### src/design/tgs_params.svh
// constants for the thermal guard and status indicator block
`ifndef TGS_PARAMS_SVH
`define TGS_PARAMS_SVH
`define TGS_CLK_KHZ 200000
`define TGS_FILTER_MS 10
`define TGS_IND_MS 5000
`define TGS_RECHECK_MS 10000
`define TGS_NT_DELAY_MS 1
`define TGS_FAST_MS 125
`define TGS_SLOW_MS 1000
`define TGS_ADDR_CTRL 4'h0
`define TGS_ADDR_STATUS 4'h4
`define TGS_ADDR_LED 4'h8
`define TGS_CTRL_EXT 0
`define TGS_CTRL_RAIL 1
`define TGS_CTRL_CLR 2
`define TGS_CTRL_RST 32'h0000_0000
`define TGS_RESP_OKAY 2'b00
`define TGS_RESP_SLVERR 2'b10
`endif

### src/design/tgs_pkg.sv
// types for the thermal guard and status indicator block
package tgs_pkg;
   typedef enum logic [1:0] {LD_ON, LD_LOCK, LD_CHECK_OK, LD_SUPPLY} tgs_load_e;
   typedef enum logic [1:0] {COL_OFF, COL_GREEN, COL_RED, COL_YELLOW} tgs_color_e;
   typedef enum logic [1:0] {MD_STEADY, MD_FAST, MD_SLOW, MD_PULSE} tgs_mode_e;
   typedef enum logic [1:0] {PH_PRECHARGE, PH_CONST_CURRENT, PH_DISCHARGE, PH_CONST_VOLTAGE}
      tgs_phase_e;
endpackage : tgs_pkg

### src/design/tgs_guard.sv
// thermal guard, load and charge gating, indicator and rail control with axi4-lite registers
`timescale 1ns/100ps
`include "tgs_params.svh"
module tgs_guard
   import tgs_pkg::*;
#(
   parameter int unsigned FILTER_CYC = `TGS_FILTER_MS * `TGS_CLK_KHZ,
   parameter int unsigned IND_CYC = `TGS_IND_MS * `TGS_CLK_KHZ,
   parameter int unsigned RECHECK_CYC = `TGS_RECHECK_MS * `TGS_CLK_KHZ,
   parameter int unsigned NT_DELAY_CYC = `TGS_NT_DELAY_MS * `TGS_CLK_KHZ,
   parameter int unsigned FAST_CYC = `TGS_FAST_MS * `TGS_CLK_KHZ,
   parameter int unsigned SLOW_CYC = `TGS_SLOW_MS * `TGS_CLK_KHZ
) (
   // clock and reset
   input wire logic core_clk,
   input wire logic sys_rst,
   // axi4-lite slave
   input wire logic [3:0] s_axi_awaddr,
   input wire logic s_axi_awvalid,
   output logic s_axi_awready,
   input wire logic [31:0] s_axi_wdata,
   input wire logic [3:0] s_axi_wstrb,
   input wire logic s_axi_wvalid,
   output logic s_axi_wready,
   output logic [1:0] s_axi_bresp,
   output logic s_axi_bvalid,
   input wire logic s_axi_bready,
   input wire logic [3:0] s_axi_araddr,
   input wire logic s_axi_arvalid,
   output logic s_axi_arready,
   output logic [31:0] s_axi_rdata,
   output logic [1:0] s_axi_rresp,
   output logic s_axi_rvalid,
   input wire logic s_axi_rready,
   // user switch and thermistor comparators
   input wire logic user_switch_in_n,
   input wire logic temp_below_t1,
   input wire logic temp_below_t2,
   input wire logic temp_above_t3,
   input wire logic temp_above_t4,
   // cell and supply comparators
   input wire logic supply_detect,
   input wire logic cells_above_middle,
   input wire logic cell_below_min,
   input wire logic cell_at_max,
   input wire logic cell_below_short,
   input wire logic load_cutoff_reached,
   input wire logic overload_fault,
   // charger core status
   input wire logic [1:0] charge_phase,
   input wire logic charge_current_low,
   input wire logic charge_timeout,
   // controls and indicators
   output logic load_enable,
   output logic charge_enable,
   output logic current_reduce,
   output logic analog_supply_rail,
   output logic wake_pulse,
   output logic red_indicator,
   output logic green_indicator
);
   ////////////////////////////////////////////////////////////////////////
   function automatic logic reached(input logic [31:0] cnt, input int unsigned lim);
      reached = (cnt >= lim - 1);
   endfunction : reached

   logic sw_closed;
   logic sw_closed_q;
   logic sw_press;
   logic sw_release;
   logic [3:0] viol;
   logic [31:0] filt_cnt [4];
   logic [3:0] filt;
   logic any_viol;
   logic long_fault;
   logic short_warn;
   tgs_load_e load_st;
   logic lock_ind;
   logic ok_ind;
   logic [31:0] nt_cnt;
   logic supply_cut;
   logic [31:0] rc_cnt;
   logic temp_hold;
   logic charge_done;
   logic bat_err;
   logic tmo_err;
   logic ovl_err;
   logic charging;
   logic [31:0] ind_cnt;
   tgs_color_e ind_col;
   tgs_mode_e ind_md;
   logic [31:0] fast_cnt;
   logic [31:0] slow_cnt;
   logic fast_on;
   tgs_color_e col;
   tgs_mode_e md;
   logic lit;
   logic [31:0] ctrl;
   logic clr_pulse;

   assign sw_closed = ~user_switch_in_n;
   assign sw_press = sw_closed & ~sw_closed_q;
   assign sw_release = ~sw_closed & sw_closed_q;
   assign viol = {temp_above_t4, temp_above_t3, temp_below_t2, temp_below_t1};
   assign any_viol = |viol;
   assign long_fault = |filt;

   always_ff @(posedge core_clk or posedge sys_rst) begin
      if (sys_rst) begin
         sw_closed_q <= 1'b0;
      end else begin
         sw_closed_q <= sw_closed;
      end
   end

   ////////////////////////////////////////////////////////////////////////
   // per-threshold fault filter
   always_ff @(posedge core_clk or posedge sys_rst) begin
      if (sys_rst) begin
         for (int i = 0; i < 4; i++) begin
            filt_cnt[i] <= 32'h0000_0000;
         end
         filt <= 4'h0;
      end else begin
         for (int i = 0; i < 4; i++) begin
            if (!viol[i]) begin
               filt_cnt[i] <= 32'h0000_0000;
               filt[i] <= 1'b0;
            end else if (reached(filt_cnt[i], FILTER_CYC)) begin
               filt[i] <= 1'b1;
            end else begin
               filt_cnt[i] <= filt_cnt[i] + 32'h0000_0001;
            end
         end
      end
   end

   // a violation seen while working but never filtered is only warned about
   always_ff @(posedge core_clk or posedge sys_rst) begin
      if (sys_rst) begin
         short_warn <= 1'b0;
      end else if (sw_closed && long_fault) begin
         short_warn <= 1'b0;
      end else if (sw_closed && any_viol) begin
         short_warn <= 1'b1;
      end else if (sw_release) begin
         short_warn <= 1'b0;
      end
   end

   ////////////////////////////////////////////////////////////////////////
   // load state: lock after long fault, recheck on next closure
   always_ff @(posedge core_clk or posedge sys_rst) begin
      if (sys_rst) begin
         load_st <= LD_ON;
      end else begin
         unique case (load_st)
            LD_ON: begin
               if (sw_closed && long_fault) begin
                  load_st <= LD_LOCK;
               end else if (supply_cut && sw_closed) begin
                  load_st <= LD_SUPPLY;
               end
            end
            LD_LOCK: begin
               if (sw_press && !any_viol && cells_above_middle) begin
                  load_st <= LD_CHECK_OK;
               end
            end
            LD_CHECK_OK: begin
               if (sw_release) begin
                  load_st <= LD_ON;
               end
            end
            LD_SUPPLY: begin
               if (!sw_closed) begin
                  load_st <= LD_ON;
               end
            end
         endcase
      end
   end

   assign lock_ind = (load_st == LD_ON) && sw_closed && long_fault;
   assign ok_ind = (load_st == LD_CHECK_OK) && sw_release;

   // load dropped a fixed delay after supply insertion
   always_ff @(posedge core_clk or posedge sys_rst) begin
      if (sys_rst) begin
         nt_cnt <= 32'h0000_0000;
         supply_cut <= 1'b0;
      end else if (!supply_detect) begin
         nt_cnt <= 32'h0000_0000;
         supply_cut <= 1'b0;
      end else if (reached(nt_cnt, NT_DELAY_CYC)) begin
         supply_cut <= 1'b1;
      end else begin
         nt_cnt <= nt_cnt + 32'h0000_0001;
      end
   end

   always_ff @(posedge core_clk or posedge sys_rst) begin
      if (sys_rst) begin
         load_enable <= 1'b0;
      end else begin
         load_enable <= (load_st == LD_ON) && !supply_cut && !filt[0] && !filt[3]
            && !(sw_closed && long_fault);
      end
   end

   ////////////////////////////////////////////////////////////////////////
   // recheck and wake timer, free running while supply present
   always_ff @(posedge core_clk or posedge sys_rst) begin
      if (sys_rst) begin
         rc_cnt <= 32'h0000_0000;
         wake_pulse <= 1'b0;
      end else if (!supply_detect) begin
         rc_cnt <= 32'h0000_0000;
         wake_pulse <= 1'b0;
      end else if (reached(rc_cnt, RECHECK_CYC)) begin
         rc_cnt <= 32'h0000_0000;
         wake_pulse <= 1'b1;
      end else begin
         rc_cnt <= rc_cnt + 32'h0000_0001;
         wake_pulse <= 1'b0;
      end
   end

   assign charging = supply_detect && !sw_closed && !charge_done && !bat_err && !tmo_err;

   // charge hold after a temperature fault, released at a recheck or a switch press
   always_ff @(posedge core_clk or posedge sys_rst) begin
      if (sys_rst) begin
         temp_hold <= 1'b0;
      end else if (!supply_detect) begin
         temp_hold <= 1'b0;
      end else if (charging && long_fault) begin
         temp_hold <= 1'b1;
      end else if ((wake_pulse || sw_press) && !any_viol) begin
         temp_hold <= 1'b0;
      end
   end

   // charge completion; a wake with a low cell starts a new cycle
   always_ff @(posedge core_clk or posedge sys_rst) begin
      if (sys_rst) begin
         charge_done <= 1'b0;
      end else if (!supply_detect) begin
         charge_done <= 1'b0;
      end else if (charging && !temp_hold && charge_phase == PH_CONST_VOLTAGE
            && charge_current_low) begin
         charge_done <= 1'b1;
      end else if (wake_pulse && !cells_above_middle) begin
         charge_done <= 1'b0;
      end
   end

   // error latches: set wins over clear
   always_ff @(posedge core_clk or posedge sys_rst) begin
      if (sys_rst) begin
         bat_err <= 1'b0;
         tmo_err <= 1'b0;
         ovl_err <= 1'b0;
      end else begin
         if ((cell_below_min && cell_at_max) || cell_below_short) begin
            bat_err <= 1'b1;
         end else if (clr_pulse || !supply_detect && sw_press) begin
            bat_err <= 1'b0;
         end
         if (charge_timeout) begin
            tmo_err <= 1'b1;
         end else if (clr_pulse || !supply_detect) begin
            tmo_err <= 1'b0;
         end
         if (overload_fault) begin
            ovl_err <= 1'b1;
         end else if (clr_pulse || sw_press) begin
            ovl_err <= 1'b0;
         end
      end
   end

   always_ff @(posedge core_clk or posedge sys_rst) begin
      if (sys_rst) begin
         charge_enable <= 1'b0;
         current_reduce <= 1'b0;
      end else begin
         charge_enable <= charging && !temp_hold && !filt[0] && !filt[1]
            && !filt[2] && !filt[3];
         current_reduce <= charge_phase == PH_CONST_VOLTAGE && cell_at_max;
      end
   end

   ////////////////////////////////////////////////////////////////////////
   // analog rail; an external controller owns it when selected
   always_ff @(posedge core_clk or posedge sys_rst) begin
      if (sys_rst) begin
         analog_supply_rail <= 1'b0;
      end else if (ctrl[`TGS_CTRL_EXT]) begin
         analog_supply_rail <= ctrl[`TGS_CTRL_RAIL];
      end else begin
         analog_supply_rail <= sw_closed || (supply_detect && !charge_done)
            || wake_pulse;
      end
   end

   ////////////////////////////////////////////////////////////////////////
   // timed indication, armed at fault or at release
   always_ff @(posedge core_clk or posedge sys_rst) begin
      if (sys_rst) begin
         ind_cnt <= 32'h0000_0000;
         ind_col <= COL_OFF;
         ind_md <= MD_STEADY;
      end else if (lock_ind) begin
         ind_cnt <= IND_CYC;
         ind_col <= COL_YELLOW;
         ind_md <= MD_SLOW;
      end else if (ok_ind) begin
         ind_cnt <= IND_CYC;
         ind_col <= COL_GREEN;
         ind_md <= MD_STEADY;
      end else if (sw_release && load_st == LD_ON) begin
         ind_cnt <= IND_CYC;
         ind_md <= MD_STEADY;
         if (short_warn) begin
            ind_col <= COL_YELLOW;
         end else if (load_cutoff_reached) begin
            ind_col <= COL_RED;
         end else if (cells_above_middle) begin
            ind_col <= COL_GREEN;
         end else begin
            ind_col <= COL_YELLOW;
         end
      end else if (ind_cnt != 32'h0000_0000) begin
         ind_cnt <= ind_cnt - 32'h0000_0001;
      end
   end

   // flash time bases
   always_ff @(posedge core_clk or posedge sys_rst) begin
      if (sys_rst) begin
         fast_cnt <= 32'h0000_0000;
         slow_cnt <= 32'h0000_0000;
         fast_on <= 1'b0;
      end else begin
         if (reached(fast_cnt, FAST_CYC)) begin
            fast_cnt <= 32'h0000_0000;
            fast_on <= ~fast_on;
         end else begin
            fast_cnt <= fast_cnt + 32'h0000_0001;
         end
         if (reached(slow_cnt, SLOW_CYC)) begin
            slow_cnt <= 32'h0000_0000;
         end else begin
            slow_cnt <= slow_cnt + 32'h0000_0001;
         end
      end
   end

   // display priority: timeout and battery errors, timed code, overload error, charge state
   always_comb begin
      col = COL_OFF;
      md = MD_STEADY;
      if (tmo_err) begin
         col = COL_RED;
         md = MD_FAST;
      end else if (bat_err) begin
         col = COL_RED;
         md = MD_SLOW;
      end else if (ind_cnt != 32'h0000_0000) begin
         col = ind_col;
         md = ind_md;
      end else if (ovl_err) begin
         col = COL_YELLOW;
         md = MD_FAST;
      end else if (charge_done) begin
         col = COL_GREEN;
      end else if (charging) begin
         col = COL_GREEN;
         md = MD_PULSE;
      end
   end

   // short pulse is one eighth of the slow period, long three quarters
   always_comb begin
      unique case (md)
         MD_STEADY: lit = 1'b1;
         MD_FAST: lit = fast_on;
         MD_SLOW: lit = slow_cnt < (SLOW_CYC / 2);
         MD_PULSE: lit = (charge_phase == PH_CONST_VOLTAGE) ?
            slow_cnt < (SLOW_CYC / 4 * 3) : slow_cnt < (SLOW_CYC / 8);
      endcase
   end

   always_ff @(posedge core_clk or posedge sys_rst) begin
      if (sys_rst) begin
         red_indicator <= 1'b0;
         green_indicator <= 1'b0;
      end else begin
         red_indicator <= !sw_closed && lit && col inside {COL_RED, COL_YELLOW};
         green_indicator <= !sw_closed && lit && col inside {COL_GREEN, COL_YELLOW};
      end
   end

   ////////////////////////////////////////////////////////////////////////
   // axi4-lite slave: address and data taken in either order
   logic aw_held;
   logic w_held;
   logic [3:0] aw_q;
   logic [31:0] w_q;
   logic [3:0] ws_q;
   assign s_axi_awready = !aw_held && !s_axi_bvalid;
   assign s_axi_wready = !w_held && !s_axi_bvalid;
   assign s_axi_arready = !s_axi_rvalid;

   always_ff @(posedge core_clk or posedge sys_rst) begin
      if (sys_rst) begin
         aw_held <= 1'b0;
         w_held <= 1'b0;
         aw_q <= 4'h0;
         w_q <= 32'h0000_0000;
         ws_q <= 4'h0;
         s_axi_bvalid <= 1'b0;
         s_axi_bresp <= `TGS_RESP_OKAY;
         ctrl <= `TGS_CTRL_RST;
         clr_pulse <= 1'b0;
      end else begin
         clr_pulse <= 1'b0;
         if (s_axi_awvalid && s_axi_awready) begin
            aw_held <= 1'b1;
            aw_q <= s_axi_awaddr;
         end
         if (s_axi_wvalid && s_axi_wready) begin
            w_held <= 1'b1;
            w_q <= s_axi_wdata;
            ws_q <= s_axi_wstrb;
         end
         if (aw_held && w_held) begin
            aw_held <= 1'b0;
            w_held <= 1'b0;
            s_axi_bvalid <= 1'b1;
            s_axi_bresp <= `TGS_RESP_OKAY;
            if (aw_q == `TGS_ADDR_CTRL) begin
               if (ws_q[0]) begin
                  ctrl[1:0] <= w_q[1:0];
                  clr_pulse <= w_q[`TGS_CTRL_CLR];
               end
            end else if (aw_q != `TGS_ADDR_STATUS && aw_q != `TGS_ADDR_LED) begin
               s_axi_bresp <= `TGS_RESP_SLVERR;
            end
         end else if (s_axi_bvalid && s_axi_bready) begin
            s_axi_bvalid <= 1'b0;
         end
      end
   end

   always_ff @(posedge core_clk or posedge sys_rst) begin
      if (sys_rst) begin
         s_axi_rvalid <= 1'b0;
         s_axi_rdata <= 32'h0000_0000;
         s_axi_rresp <= `TGS_RESP_OKAY;
      end else if (s_axi_arvalid && s_axi_arready) begin
         s_axi_rvalid <= 1'b1;
         s_axi_rresp <= `TGS_RESP_OKAY;
         unique case (s_axi_araddr)
            `TGS_ADDR_CTRL: s_axi_rdata <= {30'h0000_0000, ctrl[1:0]};
            `TGS_ADDR_STATUS: s_axi_rdata <= {16'h0000, 2'b00, load_st, filt,
               temp_hold, charge_done, bat_err, tmo_err,
               ovl_err, short_warn, supply_cut, sw_closed};
            `TGS_ADDR_LED: s_axi_rdata <= {24'h00_0000, 2'b00, md, col,
               red_indicator, green_indicator};
            default: begin
               s_axi_rdata <= 32'h0000_0000;
               s_axi_rresp <= `TGS_RESP_SLVERR;
            end
         endcase
      end else if (s_axi_rvalid && s_axi_rready) begin
         s_axi_rvalid <= 1'b0;
      end
   end
endmodule : tgs_guard

### config.mk
export PLATFORM = sky130hd
export DESIGN_NAME = tgs_guard
export DESIGN_NICKNAME = d
export VERILOG_FILES = /design/src/design/tgs_pkg.sv /design/src/design/tgs_guard.sv
export VERILOG_INCLUDE_DIRS = /design/src /design/src/design
export SDC_FILE = /design/constraint.sdc
export NUM_CORES = 1
export LEC_CHECK = 0
export BUFFER_PORTS_ARGS = -buffer_cell sky130_fd_sc_hd__buf_2
export CAP_MARGIN = 20
export CORE_ASPECT_RATIO = 1.25
export CORE_MARGIN = 8
export CORE_UTILIZATION = 38
export DETAILED_ROUTE_END_ITERATION = 10
export MAX_ROUTING_LAYER = met4
export SETUP_SLACK_MARGIN = 0.05
export SYNTH_ARGS = -nofsm -noshare
export SYNTH_HDL_FRONTEND = slang
export SYNTH_SLANG_ARGS = --single-unit
### constraint.sdc
create_clock -name core_clk -period 25.3 [get_ports core_clk]
set_input_delay 2.53 -clock core_clk [delete_from_list [all_inputs] [get_ports core_clk]]
set_output_delay 2.53 -clock core_clk [all_outputs]
set_load 0.005 [all_outputs]
==> results.md <==
- The flow ran to the end, and the final reports show no timing, DRC or antenna violations.
- The number of antenna violations at the first check in global routing was 2.
- The worst register-to-register path begins at ind_cnt[5].
- In this run the vertical extent of the chip is 248.1 microns.
- The clock reaches the later pin of the worst-skew pair after 520 ps.
- The largest individual stage delay along the critical path comes from the cell buf_4.
- The first TritonRoute pass finished after 5 iterations.
- The count of buffering cells on the critical path with inverters included is 5.
- After synthesis, the mean cell area works out to 10.12 sq um.
- The count of cell types in the netlist is 70.
- 115 I/O pins were placed.
- The floorplan die area is 50,050 sq um.
- Summed over all nets, the half-perimeter wirelength after detailed placement is 22,580 microns.
- The number of standard-cell rows in the floorplan is 85.
- The post-route clock period utilization is 17.06%.
- The first global-routing pass estimated 57,450 microns of wire.
- The synthesized netlist cell count is 1,618.
- Power spread over the standard cell area amounts to 68.19 nW/um^2.
- For this block, the initial DRC count from the detailed router was 643.
- The via count of the first global-routing pass is 11,539.
- Grouping stages by cell kind, the critical path spends the most delay in buffers and inverters.
- After detailed routing, the met2 layer carries 16,220 microns of wire.
- For this run, the slowest stage of the critical path takes 810 ps.
- The post-cts resize count is 0.
- The top layer reached by signal wires is met4.
- For this run, design rule violations remaining after detail routing come to 0.
- STA puts the critical path data arrival time at 5000 ps.
- The area added between synthesis and finish is 12.80%.
- The total grt overflow is 0.
- The number of cells traversed by the worst register-to-register path is 6.
- The maximum number of pins on one net before global-route repair is 135.
- The min-delay analysis places its worst path in the category reg -> reg.
- The commonest register cell after synthesis is dfrtp_1.
- The critical path data required time is 25,980 ps.
- The type of the setup path with the least slack is in -> async.
- Global routing used 13.88% of the available tracks.
- The final route contains 11,685 vias.
- The most critical setup path has its startpoint at sys_rst.
- The clock net in this run drives a total of 344 sinks.
- Setup violations remaining at the end of the flow were counted as 0.
- The number of port buffers is 62.
- For this block, the routed nets add up to 33,600 microns of wire.
- Counting flops with a built-in enable in the synthesized netlist gives 0.
- The quantity of hold-fixing buffers added after cts is 0.
- Counting along the longest clock path gives a buffer depth of 3.
- Of all nets on the critical path, the largest fanout is 134.
- The worst hold path stage count is 1.
- The worst hold path terminates at fast_cnt[0].
- The TritonCTS clock tree is done.
- Summed over all cells, the static leakage comes to 8.317 nW.
- The count of maximum capacitance violations is 0.
- The detailed-route vias per instance is 5.145.
- The worst setup skew after layout is 16.37 ps.
- The amount of wire on met3 after detailed routing is 1345 microns.
- The highest attainable clock frequency is 231.7 MHz.
- The number of nets in the finished design is 1,757.
- The remaining number of nets flagged by the antenna check after routing is 0.
- For this block, wires on met1 add up to 15,290 microns.
- STA classifies the critical path endpoint as an asynchronous set/reset pin.
- The chip width is 201.7 microns.
- The type of element launching the critical path is a primary input.
- Sequential elements use 52.55% of the synthesized area.
- The Yosys step of the flow raised 0 warnings.
- Setup repair after global routing left no endpoint under its margin.
- The number of non-filler instances in the completed layout is 2,271.
- The synthesized netlist occupies a cell area of 16,380 sq um.
- The worst hold path begins at fast_cnt[0].
- The layout cell share with drive strength beyond 1 is 9.384%.
- The setup fix buffers added after clock tree synthesis is 0.
- Counting flops and latches in the post-synthesis netlist gives 344.
- In the synthesized netlist the async set-or-reset flop fraction comes to 100.0%.
- For this configuration, the core starts out at a cell density of 38.22%.
- The final number of hold-violating endpoints was 0.
- The setup total negative slack is 0 ps.
- The most frequent cell on the critical path is buf_4.
- The minimum clock period after layout is 4316 ps.
- The number of clock buffers inserted by TritonCTS is 37.
- Setup slack on the worst reg-to-reg path comes out at 22,380 ps.
- CTS built an H-tree with a depth of 2.
- The clock input transition at the sequential cells of the worst setup and hold paths is 60 ps.
- The slew at the pin closest to its max-slew limit is 1071 ps.
- The number of pins exceeding their max-slew limit in the final report is 0.
- Measured against its own limit, the worst slew margin works out to 27.97%.
- The number of placed instances with taps included is 2,204.
- The detail-routed net length per standard cell is 14.79 microns.
- The buffer cell driving the clock tree root is clkbuf_16.
- The critical path goes through buf_2 > inv_8 > buf_4 > buf_4 > buf_16.
- The capturing point of the worst reg2reg path is red_indicator.
- In this run the standard cell core region covers 42,860 sq um.
- The weighted congestion reported at the end of routability-driven placement is 0.7784.
- Across the VDD grid, the largest voltage drop is 0.00004905 V.
stage by stage:
stage	power (mW)	setup WS [ps]	hold slack [ps]	utilization, %	instance area, sq um
floorplan	0.6837	13230	436.5	-	16500
global placement	0.7154	20000	466.3	40.14	17200
detailed placement	0.7191	19920	471.9	40.14	17200
CTS	1.281	20490	481.4	43.01	18430
global route	1.319	20570	503.8	43.11	18480
finish	1.260	20980	471.6	43.11	18480
power breakdown:
part           switching, mW  internal (mW)  total (mW)
Sequential            0.0248          0.577       0.602
Combinational         0.0639         0.0409       0.105
Clock                  0.223          0.330       0.553
how the worst max path moves through the flow:
stage	slack, ps	endpoint	cells past startpoint
floorplan	13230	analog_supply_rail	1
global placement	20000	filt_cnt[87]	4
detailed placement	19920	filt_cnt[86]	4
CTS	20490	nt_cnt[22]	4
global route	20570	filt[1]	5
finish	20980	nt_cnt[14]	5
cell usage in the layout, fill, tap and decap left out, drive strengths merged, types with 9 or more instances in the layout:
cell / n
mux2: 9
nor4: 33
or4: 14
ha: 10
mux2i: 35
o21ai: 40
xor2: 102
a211oi: 22
and4: 11
nor2: 182
nand2: 122
or3: 16
a31oi: 11
clkbuf: 45
nor3: 29
o31ai: 12
nand4: 32
conb: 32
o2111ai: 9
nand3: 91
a21oi: 40
nand2b: 35
xnor2: 46
nor2b: 11
a22o: 11
buf: 71
dfrtp: 344
inv: 41
and2: 99
and3: 43
o211ai: 12
cells in the mapped netlist (all sizes together) (9+ instances only):
| library cell | number | area (sq um) |
|---|---|---|
| nor2b | 11 | 68.82 |
| a211oi | 22 | 187.7 |
| a21oi | 40 | 200.2 |
| nand3 | 91 | 468.0 |
| xnor2 | 46 | 402.9 |
| nor2 | 182 | 683.2 |
| mux2i | 35 | 350.3 |
| o211ai | 12 | 90.09 |
| inv | 39 | 146.4 |
| o31ai | 12 | 95.09 |
| or3 | 16 | 100.1 |
| nand2 | 122 | 457.9 |
| o21ai | 40 | 200.2 |
| nor3 | 29 | 145.1 |
| or4 | 14 | 108.9 |
| and3 | 43 | 269.0 |
| xor2 | 102 | 893.4 |
| and2 | 99 | 619.3 |
| nor4 | 33 | 221.5 |
| buf | 27 | 181.4 |
| a31oi | 11 | 68.82 |
| mux2 | 9 | 101.4 |
| ha | 10 | 125.1 |
| a22o | 11 | 96.34 |
| dfrtp | 344 | 8608 |
| nand2b | 35 | 219.0 |
| and4 | 11 | 96.34 |
| nand4 | 32 | 200.2 |
| o2111ai | 9 | 78.83 |
| clkbuf | 52 | 195.2 |
cell families (layout without fill, tap and decap cells):
group / count (synthesis) / count (layout) / synth area share [%]
buf+inv: 119 / 175 / 3.215
fa+ha+maj: 10 / 10 / 0.7638
other cells: 1 / 33 / 0.02289
simple gates: 745 / 745 / 23.59
mux: 44 / 44 / 2.757
flops: 344 / 344 / 52.55
compound gates: 207 / 207 / 9.188
xor+xnor: 148 / 148 / 7.913
cell type report:
type | count | area [sq um]
clock buffer | 45 | 985.9
multi-input combinational | 1186 | 7367
sequential | 344 | 8608
antenna | 1 | 2.502
tap | 565 | 706.9
timing repair buffer | 71 | 405.4
fill | 4078 | 24380
clock inverter | 19 | 245.2
inverter | 40 | 157.7
registers in the layout, summed over array words and instances, names as in the netlist, 2 cells and up:
signal,cells
rc_cnt,32
nt_cnt,32
filt_cnt,128
load_st,2
s_axi_rdata,14
ind_cnt,32
fast_cnt,32
ctrl,2
aw_q,4
filt,4
slow_cnt,32
w_q,3
ind_col,2
routing by layer:
metal  GRT usage (%)  vias to the layer above
met3           2.537                       57
li1                -                     5713
met2           22.81                      171
met4           4.324                        0
met5               -                        -
met1           17.34                     5744
worst register-to-register path, cell delays in order (launching register included):
cell	delay, ps
dfrtp_1	410
nor4_1	730
and3_1	710
nand4b_1	250
a221o_1	370
a221oi_2	250
nor3_1	90
Power figures use the tool's default switching activity.
